`config.mk`:
```
export PLATFORM = sky130hd
export DESIGN_NAME = sio_core
export DESIGN_NICKNAME = d
export VERILOG_FILES = /design/src/include/sio_pkg.sv /design/src/design/sio_clkgen.sv /design/src/design/sio_edge_sync.sv /design/src/design/sio_core.sv
export SDC_FILE = /design/constraint.sdc
export NUM_CORES = 1
export LEC_CHECK = 0
export BUFFER_PORTS_ARGS = -buffer_cell sky130_fd_sc_hd__buf_2
export CORE_ASPECT_RATIO = 2
export CORE_MARGIN = 5
export CORE_UTILIZATION = 60
export DETAILED_ROUTE_END_ITERATION = 16
export HOLD_SLACK_MARGIN = 0.1
export PLACE_DENSITY = 0.8
export SLEW_MARGIN = 0
export SYNTH_ARGS = -nofsm -noshare
export SYNTH_HDL_FRONTEND = slang
export SYNTH_SLANG_ARGS = --single-unit
export TNS_END_PERCENT = 5
```
`constraint.sdc`:
```
create_clock -name clk -period 3 [get_ports clk]
set_clock_uncertainty 0.15 [all_clocks]
set_input_delay 0.15 -clock clk [delete_from_list [all_inputs] [get_ports clk]]
set_output_delay 0.15 -clock clk [all_outputs]
set_load 0.05 [all_outputs]
```
`src/include/sio_pkg.sv`:
```
// shared constants, carriers and states of the synchronous serial block
package sio_pkg;

   // transfer mode field codes
   localparam logic [1:0] MODE_TX   = 2'h0;
   localparam logic [1:0] MODE_RX   = 2'h1;
   localparam logic [1:0] MODE_TRX  = 2'h2;
   localparam logic [1:0] MODE_RSVD = 2'h3;

   // clock select codes
   localparam logic [2:0] CLK_SLOW = 3'h0;
   localparam logic [2:0] CLK_EXT  = 3'h7;

   // half-period reload values in high-frequency clock cycles, minus one
   localparam logic [10:0] HALF_DIV12 = 11'h7FF;
   localparam logic [10:0] HALF_DIV8  = 11'h07F;
   localparam logic [10:0] HALF_DIV7  = 11'h03F;
   localparam logic [10:0] HALF_DIV6  = 11'h01F;
   localparam logic [10:0] HALF_DIV5  = 11'h00F;
   localparam logic [10:0] HALF_DIV4  = 11'h007;
   localparam logic [10:0] HALF_DIV3  = 11'h003;
   // half period of the low-frequency divided clock, in low-frequency ticks minus one
   localparam logic [10:0] HALF_FS    = 11'h007;

   // bit counter value at the eighth falling edge of a byte
   localparam logic [2:0] BIT_LAST  = 3'h7;
   localparam logic [2:0] BIT_FIRST = 3'h1;

   // buffer reset values
   localparam logic [7:0] RX_BUF_RESET = 8'h00;
   localparam logic [7:0] TX_BUF_RESET = 8'h00;

   // control bits written by software
   typedef struct packed {
      logic       start;
      logic       force_stop;
      logic [1:0] mode;
      logic       order;
      logic [2:0] clk_sel;
   } ctrl_s;

   // status bits read by software
   typedef struct packed {
      logic busy;
      logic shift_in_progress_flag;
      logic tx_buffer_empty_flag;
      logic rxf;
      logic txerr;
      logic rxerr;
   } status_s;

   localparam status_s STATUS_RESET = '{busy: 1'b0, shift_in_progress_flag: 1'b0, tx_buffer_empty_flag: 1'b1,
                                        rxf: 1'b0, txerr: 1'b0, rxerr: 1'b0};

   // byte phase
   typedef enum logic [2:0] {
      PH_IDLE  = 3'b001,
      PH_SHIFT = 3'b010,
      PH_TAIL  = 3'b100
   } phase_e;

endpackage : sio_pkg

```
`src/design/sio_clkgen.sv`:
```
// internal serial clock divider with idle-high output and edge pulses
`timescale 1ns/1ps
`default_nettype none
module sio_clkgen
   import sio_pkg::*;
(
   // clock and reset
   input  wire logic       clk,
   input  wire logic       reset_n,
   // selection
   input  wire logic       run,
   input  wire logic [2:0] clk_sel,
   input  wire logic       use_fs,
   input  wire logic       fs_tick,
   // divided clock
   output var  logic       sck,
   output var  logic       fall_ev,
   output var  logic       rise_ev
);

   logic [10:0] cnt;
   wire  logic [10:0] limit;
   wire  logic        tick;
   wire  logic        wrap;

   // reload value per clock select code
   function automatic logic [10:0] half_limit(input logic [2:0] code);
      case (code)
         3'h1:    half_limit = HALF_DIV8;
         3'h2:    half_limit = HALF_DIV7;
         3'h3:    half_limit = HALF_DIV6;
         3'h4:    half_limit = HALF_DIV5;
         3'h5:    half_limit = HALF_DIV4;
         3'h6:    half_limit = HALF_DIV3;
         default: half_limit = HALF_DIV12;
      endcase
   endfunction : half_limit

   // source selection
   assign limit = use_fs ? HALF_FS : half_limit(clk_sel);
   assign tick  = use_fs ? fs_tick : 1'b1;
   assign wrap  = tick && (cnt == limit);

   always_ff @(posedge clk) begin
      if (!reset_n || !run) begin
         cnt     <= 11'h000;
         sck     <= 1'b1;
         fall_ev <= 1'b0;
         rise_ev <= 1'b0;
      end else begin
         fall_ev <= wrap && sck;
         rise_ev <= wrap && !sck;
         if (wrap) begin
            cnt <= 11'h000;
            sck <= !sck;
         end else if (tick) begin
            cnt <= cnt + 11'h001;
         end
      end
   end

endmodule : sio_clkgen
`default_nettype wire

```
`src/design/sio_edge_sync.sv`:
```
// synchroniser and edge detector for the external serial clock
`timescale 1ns/1ps
`default_nettype none
module sio_edge_sync (
   // clock and reset
   input  wire logic clk,
   input  wire logic reset_n,
   // pin
   input  wire logic pin,
   // edge pulses
   output var  logic fall_ev,
   output var  logic rise_ev
);

   logic meta;
   logic stable;
   logic prev;

   always_ff @(posedge clk) begin
      if (!reset_n) begin
         meta   <= 1'b1;
         stable <= 1'b1;
         prev   <= 1'b1;
      end else begin
         meta   <= pin;
         stable <= meta;
         prev   <= stable;
      end
   end

   // edges seen only behind the second stage
   assign fall_ev = prev && !stable;
   assign rise_ev = !prev && stable;

endmodule : sio_edge_sync
`default_nettype wire

```
`src/design/sio_core.sv`:
```
// synchronous serial interface: clocking, bit order, modes and transfer start
//
// Summary of operation
// - codes other than 111B drive the divided clock out on the clock pin
// - with internal clock the clock pin stays high outside transfers
// - codes 000 to 110 pick divisors; low-speed modes allow only 000 and external code 111
// - internal clock stops while the buffer is unserviced
// - clock resumes within one serial period after the buffer access
// - code 111B takes the clock from the pin and drives none
// - transmit on falling pin edge, sample receive on rising edge
// - one bit-order setting serves transmit and receive
// - order 0 sends bit 7 first, order 1 sends bit 0 first
// - mode 00B is transmit only
// - a transmit buffer write clears the empty flag
// - busy rises with the first falling edge after start
// - transmit shifts one bit per falling edge in chosen order
// - shift flag high from first to eighth falling edge
// - empty flag set at next rise after load, interrupt at next fall
// - in transmit modes the internal clock waits for a written byte before starting
// - internal clock loads and starts within one serial period
// - external clock loads at the first fall after start
// - mode 01B receive, 10B both directions, 11B reserved
// - writes while the buffer is full are dropped
// - force stop halts at once and resets start, status and buffers
`timescale 1ns/1ps
`default_nettype none
module sio_core
   import sio_pkg::*;
(
   // clock and reset
   input  wire logic       clk,
   input  wire logic       reset_n,
   // control bits
   input  wire ctrl_s      ctrl,
   input  wire logic       timebase_divider_select,
   input  wire logic       low_speed_mode,
   input  wire logic       fs_tick,
   // buffer access
   input  wire logic       tx_write,
   input  wire logic [7:0] tx_data,
   input  wire logic       rx_read,
   input  wire logic       txerr_clear,
   input  wire logic       rxerr_clear,
   // status and results
   output var  status_s    status,
   output var  logic [7:0] receive_buffer,
   output var  logic       serial_interrupt_request,
   output var  logic       start_bit_clear,
   // serial pins
   input  wire logic       sck_in,
   output var  logic       sck_out,
   output var  logic       sck_oe,
   input  wire logic       si_in,
   output var  logic       so_out
);

   // state
   phase_e     phase;
   logic [2:0] bit_cnt;
   logic [7:0] tx_buffer;
   logic [7:0] tx_shift;
   logic [7:0] rx_shift;
   logic       tx_loaded;
   logic       tx_irq_pend;
   logic       err_irq_pend;

   // next values
   phase_e     next_phase;
   status_s    next_status;
   logic [2:0] next_cnt;
   logic [7:0] next_txbuf;
   logic [7:0] next_tx_shift;
   logic [7:0] next_rx_shift;
   logic [7:0] next_rxbuf;
   logic       next_so;
   logic       next_irq;
   logic       next_loaded;
   logic       next_tx_pend;
   logic       next_err_pend;

   // decode wires
   wire logic ext_mode;
   wire logic tx_mode;
   wire logic rx_mode;
   wire logic mode_ok;
   wire logic clk_ok;
   wire logic use_fs;
   wire logic go;
   wire logic run;
   wire logic int_fall;
   wire logic int_rise;
   wire logic ext_fall;
   wire logic ext_rise;
   wire logic fall_ev;
   wire logic rise_ev;
   wire logic start_now;
   wire logic underrun;
   wire logic first_rise;
   wire logic first_bit;
   wire logic [7:0] tx_next_shift;

   // bit presented on the data pin for a given shifter content
   // msb or lsb first
   function automatic logic pick(input logic [7:0] data, input logic lsb_first);
      pick = lsb_first ? data[0] : data[7];
   endfunction : pick

   // shifter after one transmit step
   function automatic logic [7:0] advance(input logic [7:0] data, input logic lsb_first);
      advance = lsb_first ? {1'b0, data[7:1]} : {data[6:0], 1'b0};
   endfunction : advance

   // shifter after one received bit
   function automatic logic [7:0] shift_in(input logic [7:0] data, input logic bit_in,
                                           input logic lsb_first);
      shift_in = lsb_first ? {bit_in, data[7:1]} : {data[6:0], bit_in};
   endfunction : shift_in

   assign tx_mode = (ctrl.mode == MODE_TX) || (ctrl.mode == MODE_TRX);
   assign rx_mode = (ctrl.mode == MODE_RX) || (ctrl.mode == MODE_TRX);
   assign mode_ok = ctrl.mode != MODE_RSVD;

   assign ext_mode = ctrl.clk_sel == CLK_EXT;
   assign clk_ok   = !low_speed_mode || (ctrl.clk_sel == CLK_SLOW);
   assign use_fs   = (ctrl.clk_sel == CLK_SLOW) && (timebase_divider_select || low_speed_mode);

   assign go = ctrl.start && mode_ok && clk_ok && !(tx_mode && status.tx_buffer_empty_flag)
               && !(rx_mode && status.rxf);

   assign run = !ext_mode && !ctrl.force_stop && ((phase != PH_IDLE) || go);

   // edge source
   assign fall_ev = ext_mode ? ext_fall : int_fall;
   assign rise_ev = ext_mode ? ext_rise : int_rise;

   assign start_now = fall_ev && (phase == PH_IDLE) && ctrl.start && mode_ok
                      && (ext_mode || go);
   assign underrun  = start_now && tx_mode && status.tx_buffer_empty_flag;
   assign first_rise = rise_ev && (phase == PH_SHIFT) && (bit_cnt == BIT_FIRST);
   assign first_bit     = pick(tx_buffer, ctrl.order);
   assign tx_next_shift = advance(tx_shift, ctrl.order);

   // internal divided clock
   sio_clkgen u_clkgen (
      .clk     (clk),
      .reset_n (reset_n),
      .run     (run),
      .clk_sel (ctrl.clk_sel),
      .use_fs  (use_fs),
      .fs_tick (fs_tick),
      .sck     (sck_out),
      .fall_ev (int_fall),
      .rise_ev (int_rise)
   );

   // external clock edges
   sio_edge_sync u_edge (
      .clk     (clk),
      .reset_n (reset_n),
      .pin     (sck_in),
      .fall_ev (ext_fall),
      .rise_ev (ext_rise)
   );

   // next-state logic; software clears first so hardware sets win
   always_comb begin
      next_phase    = phase;
      next_status   = status;
      next_cnt      = bit_cnt;
      next_txbuf    = tx_buffer;
      next_tx_shift = tx_shift;
      next_rx_shift = rx_shift;
      next_rxbuf    = receive_buffer;
      next_so       = so_out;
      next_irq      = 1'b0;
      next_loaded   = tx_loaded;
      next_tx_pend  = tx_irq_pend;
      next_err_pend = err_irq_pend;
      if (tx_write && status.tx_buffer_empty_flag) begin
         next_txbuf     = tx_data;
         next_status.tx_buffer_empty_flag = 1'b0;
      end
      if (rx_read) begin
         next_status.rxf = 1'b0;
      end
      if (txerr_clear) begin
         next_status.txerr = 1'b0;
      end
      if (rxerr_clear) begin
         next_status.rxerr = 1'b0;
      end
      if (start_now) begin
         next_phase      = PH_SHIFT;
         next_cnt        = BIT_FIRST;
         next_status.busy = 1'b1;
         next_status.shift_in_progress_flag  = 1'b1;
         next_loaded     = tx_mode && !status.tx_buffer_empty_flag;
         next_so         = 1'b1;
         if (tx_mode && !status.tx_buffer_empty_flag) begin
            next_tx_shift = tx_buffer;
            next_so       = first_bit;
         end
         if (underrun) begin
            next_status.txerr = 1'b1;
            next_err_pend     = 1'b1;
         end
      end else if (fall_ev && (phase == PH_SHIFT)) begin
         next_tx_shift = tx_next_shift;
         if (tx_loaded) begin
            next_so = pick(tx_next_shift, ctrl.order);
         end
         // shift flag ends at eighth fall
         if (bit_cnt == BIT_LAST) begin
            next_phase     = PH_TAIL;
            next_status.shift_in_progress_flag = 1'b0;
            next_cnt       = 3'h0;
         end else begin
            next_cnt = bit_cnt + 3'h1;
         end
      end
      if (fall_ev && (tx_irq_pend || err_irq_pend)) begin
         next_irq      = 1'b1;
         next_tx_pend  = 1'b0;
         next_err_pend = 1'b0;
      end
      if (rise_ev && (phase != PH_IDLE)) begin
         if (rx_mode && !status.rxerr) begin
            next_rx_shift = shift_in(rx_shift, si_in, ctrl.order);
         end
         if (first_rise && tx_loaded) begin
            next_status.tx_buffer_empty_flag = 1'b1;
            next_tx_pend    = 1'b1;
         end
         if (phase == PH_TAIL) begin
            next_phase = PH_IDLE;
            next_so    = 1'b1;
            if (rx_mode && status.rxf && !rx_read) begin
               next_status.rxerr = 1'b1;
               next_irq          = 1'b1;
            end else if (rx_mode && !status.rxerr) begin
               next_rxbuf      = shift_in(rx_shift, si_in, ctrl.order);
               next_status.rxf = 1'b1;
               next_irq        = 1'b1;
            end
         end
      end
      // transfer ends at a byte boundary once start is withdrawn
      if (status.busy && (phase == PH_IDLE) && !start_now && !ctrl.start) begin
         next_status.busy = 1'b0;
      end
      if (ctrl.force_stop) begin
         next_phase    = PH_IDLE;
         next_status   = STATUS_RESET;
         next_cnt      = 3'h0;
         next_txbuf    = TX_BUF_RESET;
         next_rxbuf    = RX_BUF_RESET;
         next_so       = 1'b1;
         next_irq      = 1'b0;
         next_loaded   = 1'b0;
         next_tx_pend  = 1'b0;
         next_err_pend = 1'b0;
      end
   end

   // state registers
   always_ff @(posedge clk) begin
      if (!reset_n) begin
         phase                    <= PH_IDLE;
         status                   <= STATUS_RESET;
         bit_cnt                  <= 3'h0;
         tx_buffer                <= TX_BUF_RESET;
         tx_shift                 <= TX_BUF_RESET;
         rx_shift                 <= RX_BUF_RESET;
         receive_buffer           <= RX_BUF_RESET;
         so_out                   <= 1'b1;
         serial_interrupt_request <= 1'b0;
         tx_loaded                <= 1'b0;
         tx_irq_pend              <= 1'b0;
         err_irq_pend             <= 1'b0;
      end else begin
         phase                    <= next_phase;
         status                   <= next_status;
         bit_cnt                  <= next_cnt;
         tx_buffer                <= next_txbuf;
         tx_shift                 <= next_tx_shift;
         rx_shift                 <= next_rx_shift;
         receive_buffer           <= next_rxbuf;
         so_out                   <= next_so;
         serial_interrupt_request <= next_irq;
         tx_loaded                <= next_loaded;
         tx_irq_pend              <= next_tx_pend;
         err_irq_pend             <= next_err_pend;
      end
   end

   always_ff @(posedge clk) begin
      if (!reset_n) begin
         sck_oe          <= 1'b0;
         start_bit_clear <= 1'b0;
      end else begin
         sck_oe          <= !ext_mode;
         start_bit_clear <= ctrl.force_stop;
      end
   end
endmodule : sio_core
`default_nettype wire

```
# After elaboration in Yosys (flattened, before gate mapping)
# Index checks and enable logic that the tools add are counted.
[totals] ff_bits=68 inputBits=27 output_inout_bits=19 wordCells=170
[classes] addsub=2 n_eq_ne=18 mux=51 bitwise=2 n_reduce_logical=70
[op_table] cell="one-hot mux 11 bit (6 select lines)" n=1
[op_table] cell="two-way mux 8 bit" n=5
[op_table] cell="two-way mux 1 bit" n=37
[op_table] cell="logical AND 1 bit" n=33
[op_table] cell="equality test 3 bit (second input constant)" n=6
[op_table] cell="two-way mux 3 bit" n=6
[op_table] cell="logical NOT 1 bit" n=15
[op_table] cell="adder 11 x 1 -> 11 bit (second input constant)" n=1
[op_table] cell="equality test 11 bit" n=1
[op_table] cell="two-way mux 11 bit" n=1
[op_table] cell="equality test 3 x 1 -> 1 bit (second input constant)" n=3
[op_table] cell="equality test 3 x 2 -> 1 bit (second input constant)" n=3
[op_table] cell="OR reduction 3 bit" n=3
[op_table] cell="logical OR 1 bit" n=8
[op_table] cell="AND reduction 2 bit" n=4
[op_table] cell="AND reduction 4 bit" n=1
[op_table] cell="nonzero test 2 bit" n=2
[op_table] cell="OR reduction 2 bit" n=2
[op_table] cell="adder 3 x 1 -> 3 bit (second input constant)" n=1
[op_table] cell="logical NOT 3 bit" n=1
[op_table] cell="inequality test 3 x 1 -> 1 bit (second input constant)" n=1
[op_table] cell="equality test 2 x 1 -> 1 bit (second input constant)" n=1
[op_table] cell="equality test 2 bit (second input constant)" n=1
[op_table] cell="logical NOT 2 bit" n=1
[op_table] cell="4 further kinds" n=5

# Depth between registers and ports, before layout
[logic_depth] word_depth=12 depth_mapped=9

# Hierarchy
# From an unflattened synthesis, not the netlist that was laid out.
[unflattened] hier_cells=364 hier_area_um2=3392.0
[by_module_without_submodules] module="sio_core" n_inst=1 cells_each=263 area_each_um2=2523.7
[by_module_without_submodules] module="sio_clkgen" n_inst=1 cells_each=93 area_each_um2=777.0
[by_module_without_submodules] module="sio_edge_sync" n_inst=1 cells_each=8 area_each_um2=91.3

# Worst setup path after synthesis
# Ideal clock, no wire load.
[synth_timing] path_kind="reg-to-reg" startpoint="register status[3] in the netlist's numbering" endpoint="register so_out" setup_ps=127 t_arrival_ps=1817 required_ps=2723 setup_slack_ps=906 stages_incl_launch_ff=7 period_less_slack_ps=2094 cell_sequence="dfxtp_1 o21ai_0 a41oi_1 or3_1 buf_2 a21oi_1 or3_1"
[synth_via] elab_chain_len=9 word_cells_on_any_way=12 classes_between="mux: 4; reduce/logical: 8"
[synth_lines] item="from (decl)" line_no="sio_core.sv:45" source="output var status_s status,"
[synth_lines] item="from (signal assigned)" line_no="sio_core.sv:282" source="status <= next_status;"
[synth_lines] item="logical AND 1 bit" line_no="sio_core.sv:127" source="assign go = ctrl.start && mode_ok && clk_ok && !(tx_mode && status.tx_buffer_empty_flag)"
[synth_lines] item="logical NOT 1 bit" line_no="sio_core.sv:127"
[synth_lines] item="logical AND 1 bit" line_no="sio_core.sv:127"
[synth_lines] item="logical AND 1 bit" line_no="sio_core.sv:128" source="&& !(rx_mode && status.rxf);"
[synth_lines] item="logical OR 1 bit" line_no="sio_core.sv:137" source="&& (ext_mode || go);"
[synth_lines] item="logical AND 1 bit" line_no="sio_core.sv:137"
[synth_lines] item="two-way mux 1 bit (*)" line_no="sio_core.sv:192" source="if (start_now) begin"
[synth_lines] item="two-way mux 1 bit" line_no="sio_core.sv:234" source="if (phase == PH_TAIL) begin"
[synth_lines] item="two-way mux 1 bit (*)" line_no="sio_core.sv:226" source="if (rise_ev && (phase != PH_IDLE)) begin"
[synth_lines] item="to (signal assigned)" line_no="sio_core.sv:288" source="so_out <= next_so;"
[synth_lines] item="to (decl)" line_no="sio_core.sv:54" source="output var logic so_out"
# Mark *: on every way between the ends. The rest lies on a longest branch, timed or not.
# A chain may end at the register's enable or synchronous reset.

# Worst setup path after layout
[layout_timing] startpoint="register phase[0]" endpoint="register tx_shift[3]"
[layout_via] elab_chain_len=7 word_cells_on_any_way=11 classes_between="eq/ne: 3; mux: 1; reduce/logical: 7"
[layout_lines] item="from (decl)" line_no="sio_core.sv:58" source="phase_e phase;"
[layout_lines] item="from (signal assigned)" line_no="sio_core.sv:281" source="phase <= next_phase;"
[layout_lines] item="equality test 3 x 1 -> 1 bit" line_no="sio_core.sv:136" source="assign start_now = fall_ev && (phase == PH_IDLE) && ctrl.start && mode_ok"
[layout_lines] item="logical AND 1 bit (3 in a row)" line_no="sio_core.sv:136"
[layout_lines] item="logical AND 1 bit" line_no="sio_core.sv:137"
[layout_lines] item="inequality test 2 x 1 -> 1 bit (no source line) / nonzero test 2 bit (equally long branches)"
[layout_lines] item="AND reduction 2 bit (no source line)"
[layout_lines] item="to (signal assigned)" line_no="sio_core.sv:285" source="tx_shift <= next_tx_shift;"
[layout_lines] item="to (decl)" line_no="sio_core.sv:61" source="logic [7:0] tx_shift;"
# Several ways; a longest one is shown, not always the timed one.

==> metrics.txt <==
GR Overflow Total=0; row count=38; max-cap violations=0; Syn Area/Cell=roughly 9 um^2; min Tclk post-route=about 2200 ps; Slowest-stage cell, CP=nor3_1; io pins=between 40 and 50; CP dominant cell by count=nand2_1; vias per cell=just under 6; Slew Viols, Final=0; die extent in x=62.1 um; Core Area=about 5400 um^2; most common cell after layout, fill and taps aside=dfxtp_1; P_leak=approximately 0.0016 uW; Synth Warn #=0; pre-CTS WS=~660 ps; Seq/Total Area, Yosys=41.8%; WHS=roughly 170 ps; initial core utilization=60.6%; placed inst area=around 3500 um^2; CTS tree=done; Final setup viols=0; slowest cell delay on critical path=580 ps; VDD IR max=roughly 0.00043 V; crit-path cells=nor3b_1, nand2_1, nor3_1, o32a_1, nand2_1, a21boi_0; htree depth=3; worst min path class=primary input to flop; startpoint types=flop; Final GP Congestion=between 0.8 and 0.9; Synth Instances=roughly 360; syn_nets=just under 400; clk slew on worst S/H paths=70 ps; PnR worst setup slack=around 760 ps; CTS Buf Count=9; final WL=around 7400 um; CTS Sinks=68; Antenna Cells=0; critical path buffer and inverter count=0; GRT Total Usage=a little under a quarter; drt initial violations=130; Final nets=461; Crit. End Element=flop; synth-to-layout area growth=20.9%; Multi-input gate area=1750 um^2; final antenna-violating net count=0; non-filler cells, final=roughly 490; first-pass GRT wire length=about 12000 um; Slew HR=53.1%; Buffers on Ports=45; setup bufs post-CTS=0; Netlist cell types=slightly below 60; Avg WL per Cell=~15 um; initial antenna violation count=0; vias in the first global route=between 2000 and 3000; DRC=0; Required @ worst endpoint=about 3100 ps; Hold Fails Final Rpt=0; fill count=~420; DP Wirelength=around 5400 um; Post-synth EDFFs=0; Seq. cell area=around 1400 um^2; Async SR Flop Fraction=0%; Final period util=74.8%; Pwr Density=between 400 and 500 nW/um^2; status=finished, final reports clean; CTS Buffer Depth=2; Placed Cells=449; Worst EP arrival=roughly 2400 ps; setup TNS=0 ps; share of cells above drive strength 1=a little under a fifth; Worst-Skew Late Latency=approximately 350 ps; final instance area=between 3000 and 4000 um^2; DIE AREA=slightly above 7000 um^2; DIE HEIGHT=between 100 and 150 um; Crit path max-delay family=simple AND/OR/NAND/NOR gates; top_reg_cell synth=dfxtp_1; Worst Tran Pin Value=about 700 ps; Synth Cell Area=around 3300 um^2; CTS root buf=clkbuf_8; via count=2836; CP max FO=6; most frequent cells in the layout=dfxtp_1, nand2_1, buf_2; largest net degree at the start of global routing=30; Max Fclk=0.445 GHz; drt first pass iters=4; RSZ-0062 raised after global routing=false; critical setup path kind=flop to flop; Yosys reg bits=68
## final timing paths
check                                       startpoint                       end  slack (ps)  cells past startpoint
worst max register to register     phase[0]$_SDFF_PP1_  tx_shift[3]$_SDFFE_PN0P_         760                      6
worst min-delay path                           ctrl[3]  tx_shift[0]$_SDFFE_PN0P_         170                      3
worst max-delay path               phase[0]$_SDFF_PP1_  tx_shift[3]$_SDFFE_PN0P_         760                      6
worst min register to register  u_edge.meta$_SDFF_PN1_  u_edge.stable$_SDFF_PN1_         280                      1
## worst register-to-register path, cell delays in order (launching register included)
cell,delay (ps)
dfxtp_1,370
nor3b_1,410
nand2_1,200
nor3_1,580
o32a_1,270
nand2_1,50
a21boi_0,140
## what timing repair did
| item | CTS | global route |
|---|---|---|
| hold endpoints to repair | 41 | 0 |
| setup endpoints to repair | 0 | 0 |
| hold buffers | 27 | 0 |
| gates resized for setup | 0 | 0 |
## cells in the mapped netlist, types with 4 or more instances
cell	instances	area share, %
a21oi_1	27	4.2
buf_2	5	0.77
nor3_1	6	0.92
nand3_1	15	2.3
mux2_2	6	2.1
xor2_1	5	1.3
a211oi_1	9	2.1
buf_4	4	0.92
o21ai_0	5	0.77
xnor2_1	6	1.6
dfxtp_1	68	42
nor2_1	39	4.5
o211a_1	10	3.1
o32a_1	7	2.2
mux2i_1	14	4.3
inv_1	9	1.0
nand2_1	46	5.3
clkbuf_1	12	1.4
nand2b_1	7	1.3
ha_1	7	2.7
## registers in the layout, indices dropped and copies added, names as in the netlist, 3 cells and up
signal / count
status: 6
bit_cnt: 3
receive_buffer: 8
tx_buffer: 8
tx_shift: 8
u_clkgen.cnt: 11
rx_shift: 8
phase: 3
## stage by stage
| stage | total power [uW] | utilization, % |
|---|---|---|
| floorplan | 1010 | - |
| global placement | 1050 | 64.5 |
| detailed placement | 1050 | 64.5 |
| CTS | 1830 | 73.3 |
| global route | 1880 | 73.3 |
| finish | 1810 | 73.3 |
## final cells by class
| cell class | instances | area share, % |
|---|---|---|
| repair buffers | 75 | 13.2 |
| multi-input cells | 264 | 44.4 |
| well taps | 60 | 1.91 |
| flip-flops and latches | 68 | 34.6 |
| inverters | 9 | 0.858 |
| clock buffers | 9 | 3.15 |
| clock inverters | 7 | 1.91 |
## power breakdown
part	internal, uW	switching (uW)
registers	909	4.28
logic	66.8	77.4
clock network	387	368
total	1360	449
## logic make-up after synthesis
logic type / share of synthesized area (%)
flip-flops: 41.8
buffers and inverters: 4.46
adder cells (fa/ha/maj): 2.69
AO/OA/AOI/OAI: 19.5
XOR/XNOR: 2.96
multiplexers: 7.26
AND/OR/NAND/NOR: 21.3
## per-layer routing
layer  part of all wire (%)  vias to the layer above  routed length (um)  global-route usage, %
li1                       -                     1422                   -                      -
met1                     39                     1329                2870                   24.6
met2                     54                       62                4050                   40.7
met3                    3.9                       23                 292                   5.64
met4                    3.2                        0                 238                   11.6
met5                      0                        -                   0                      0
No activity file was read; power rests on OpenSTA's default activity.
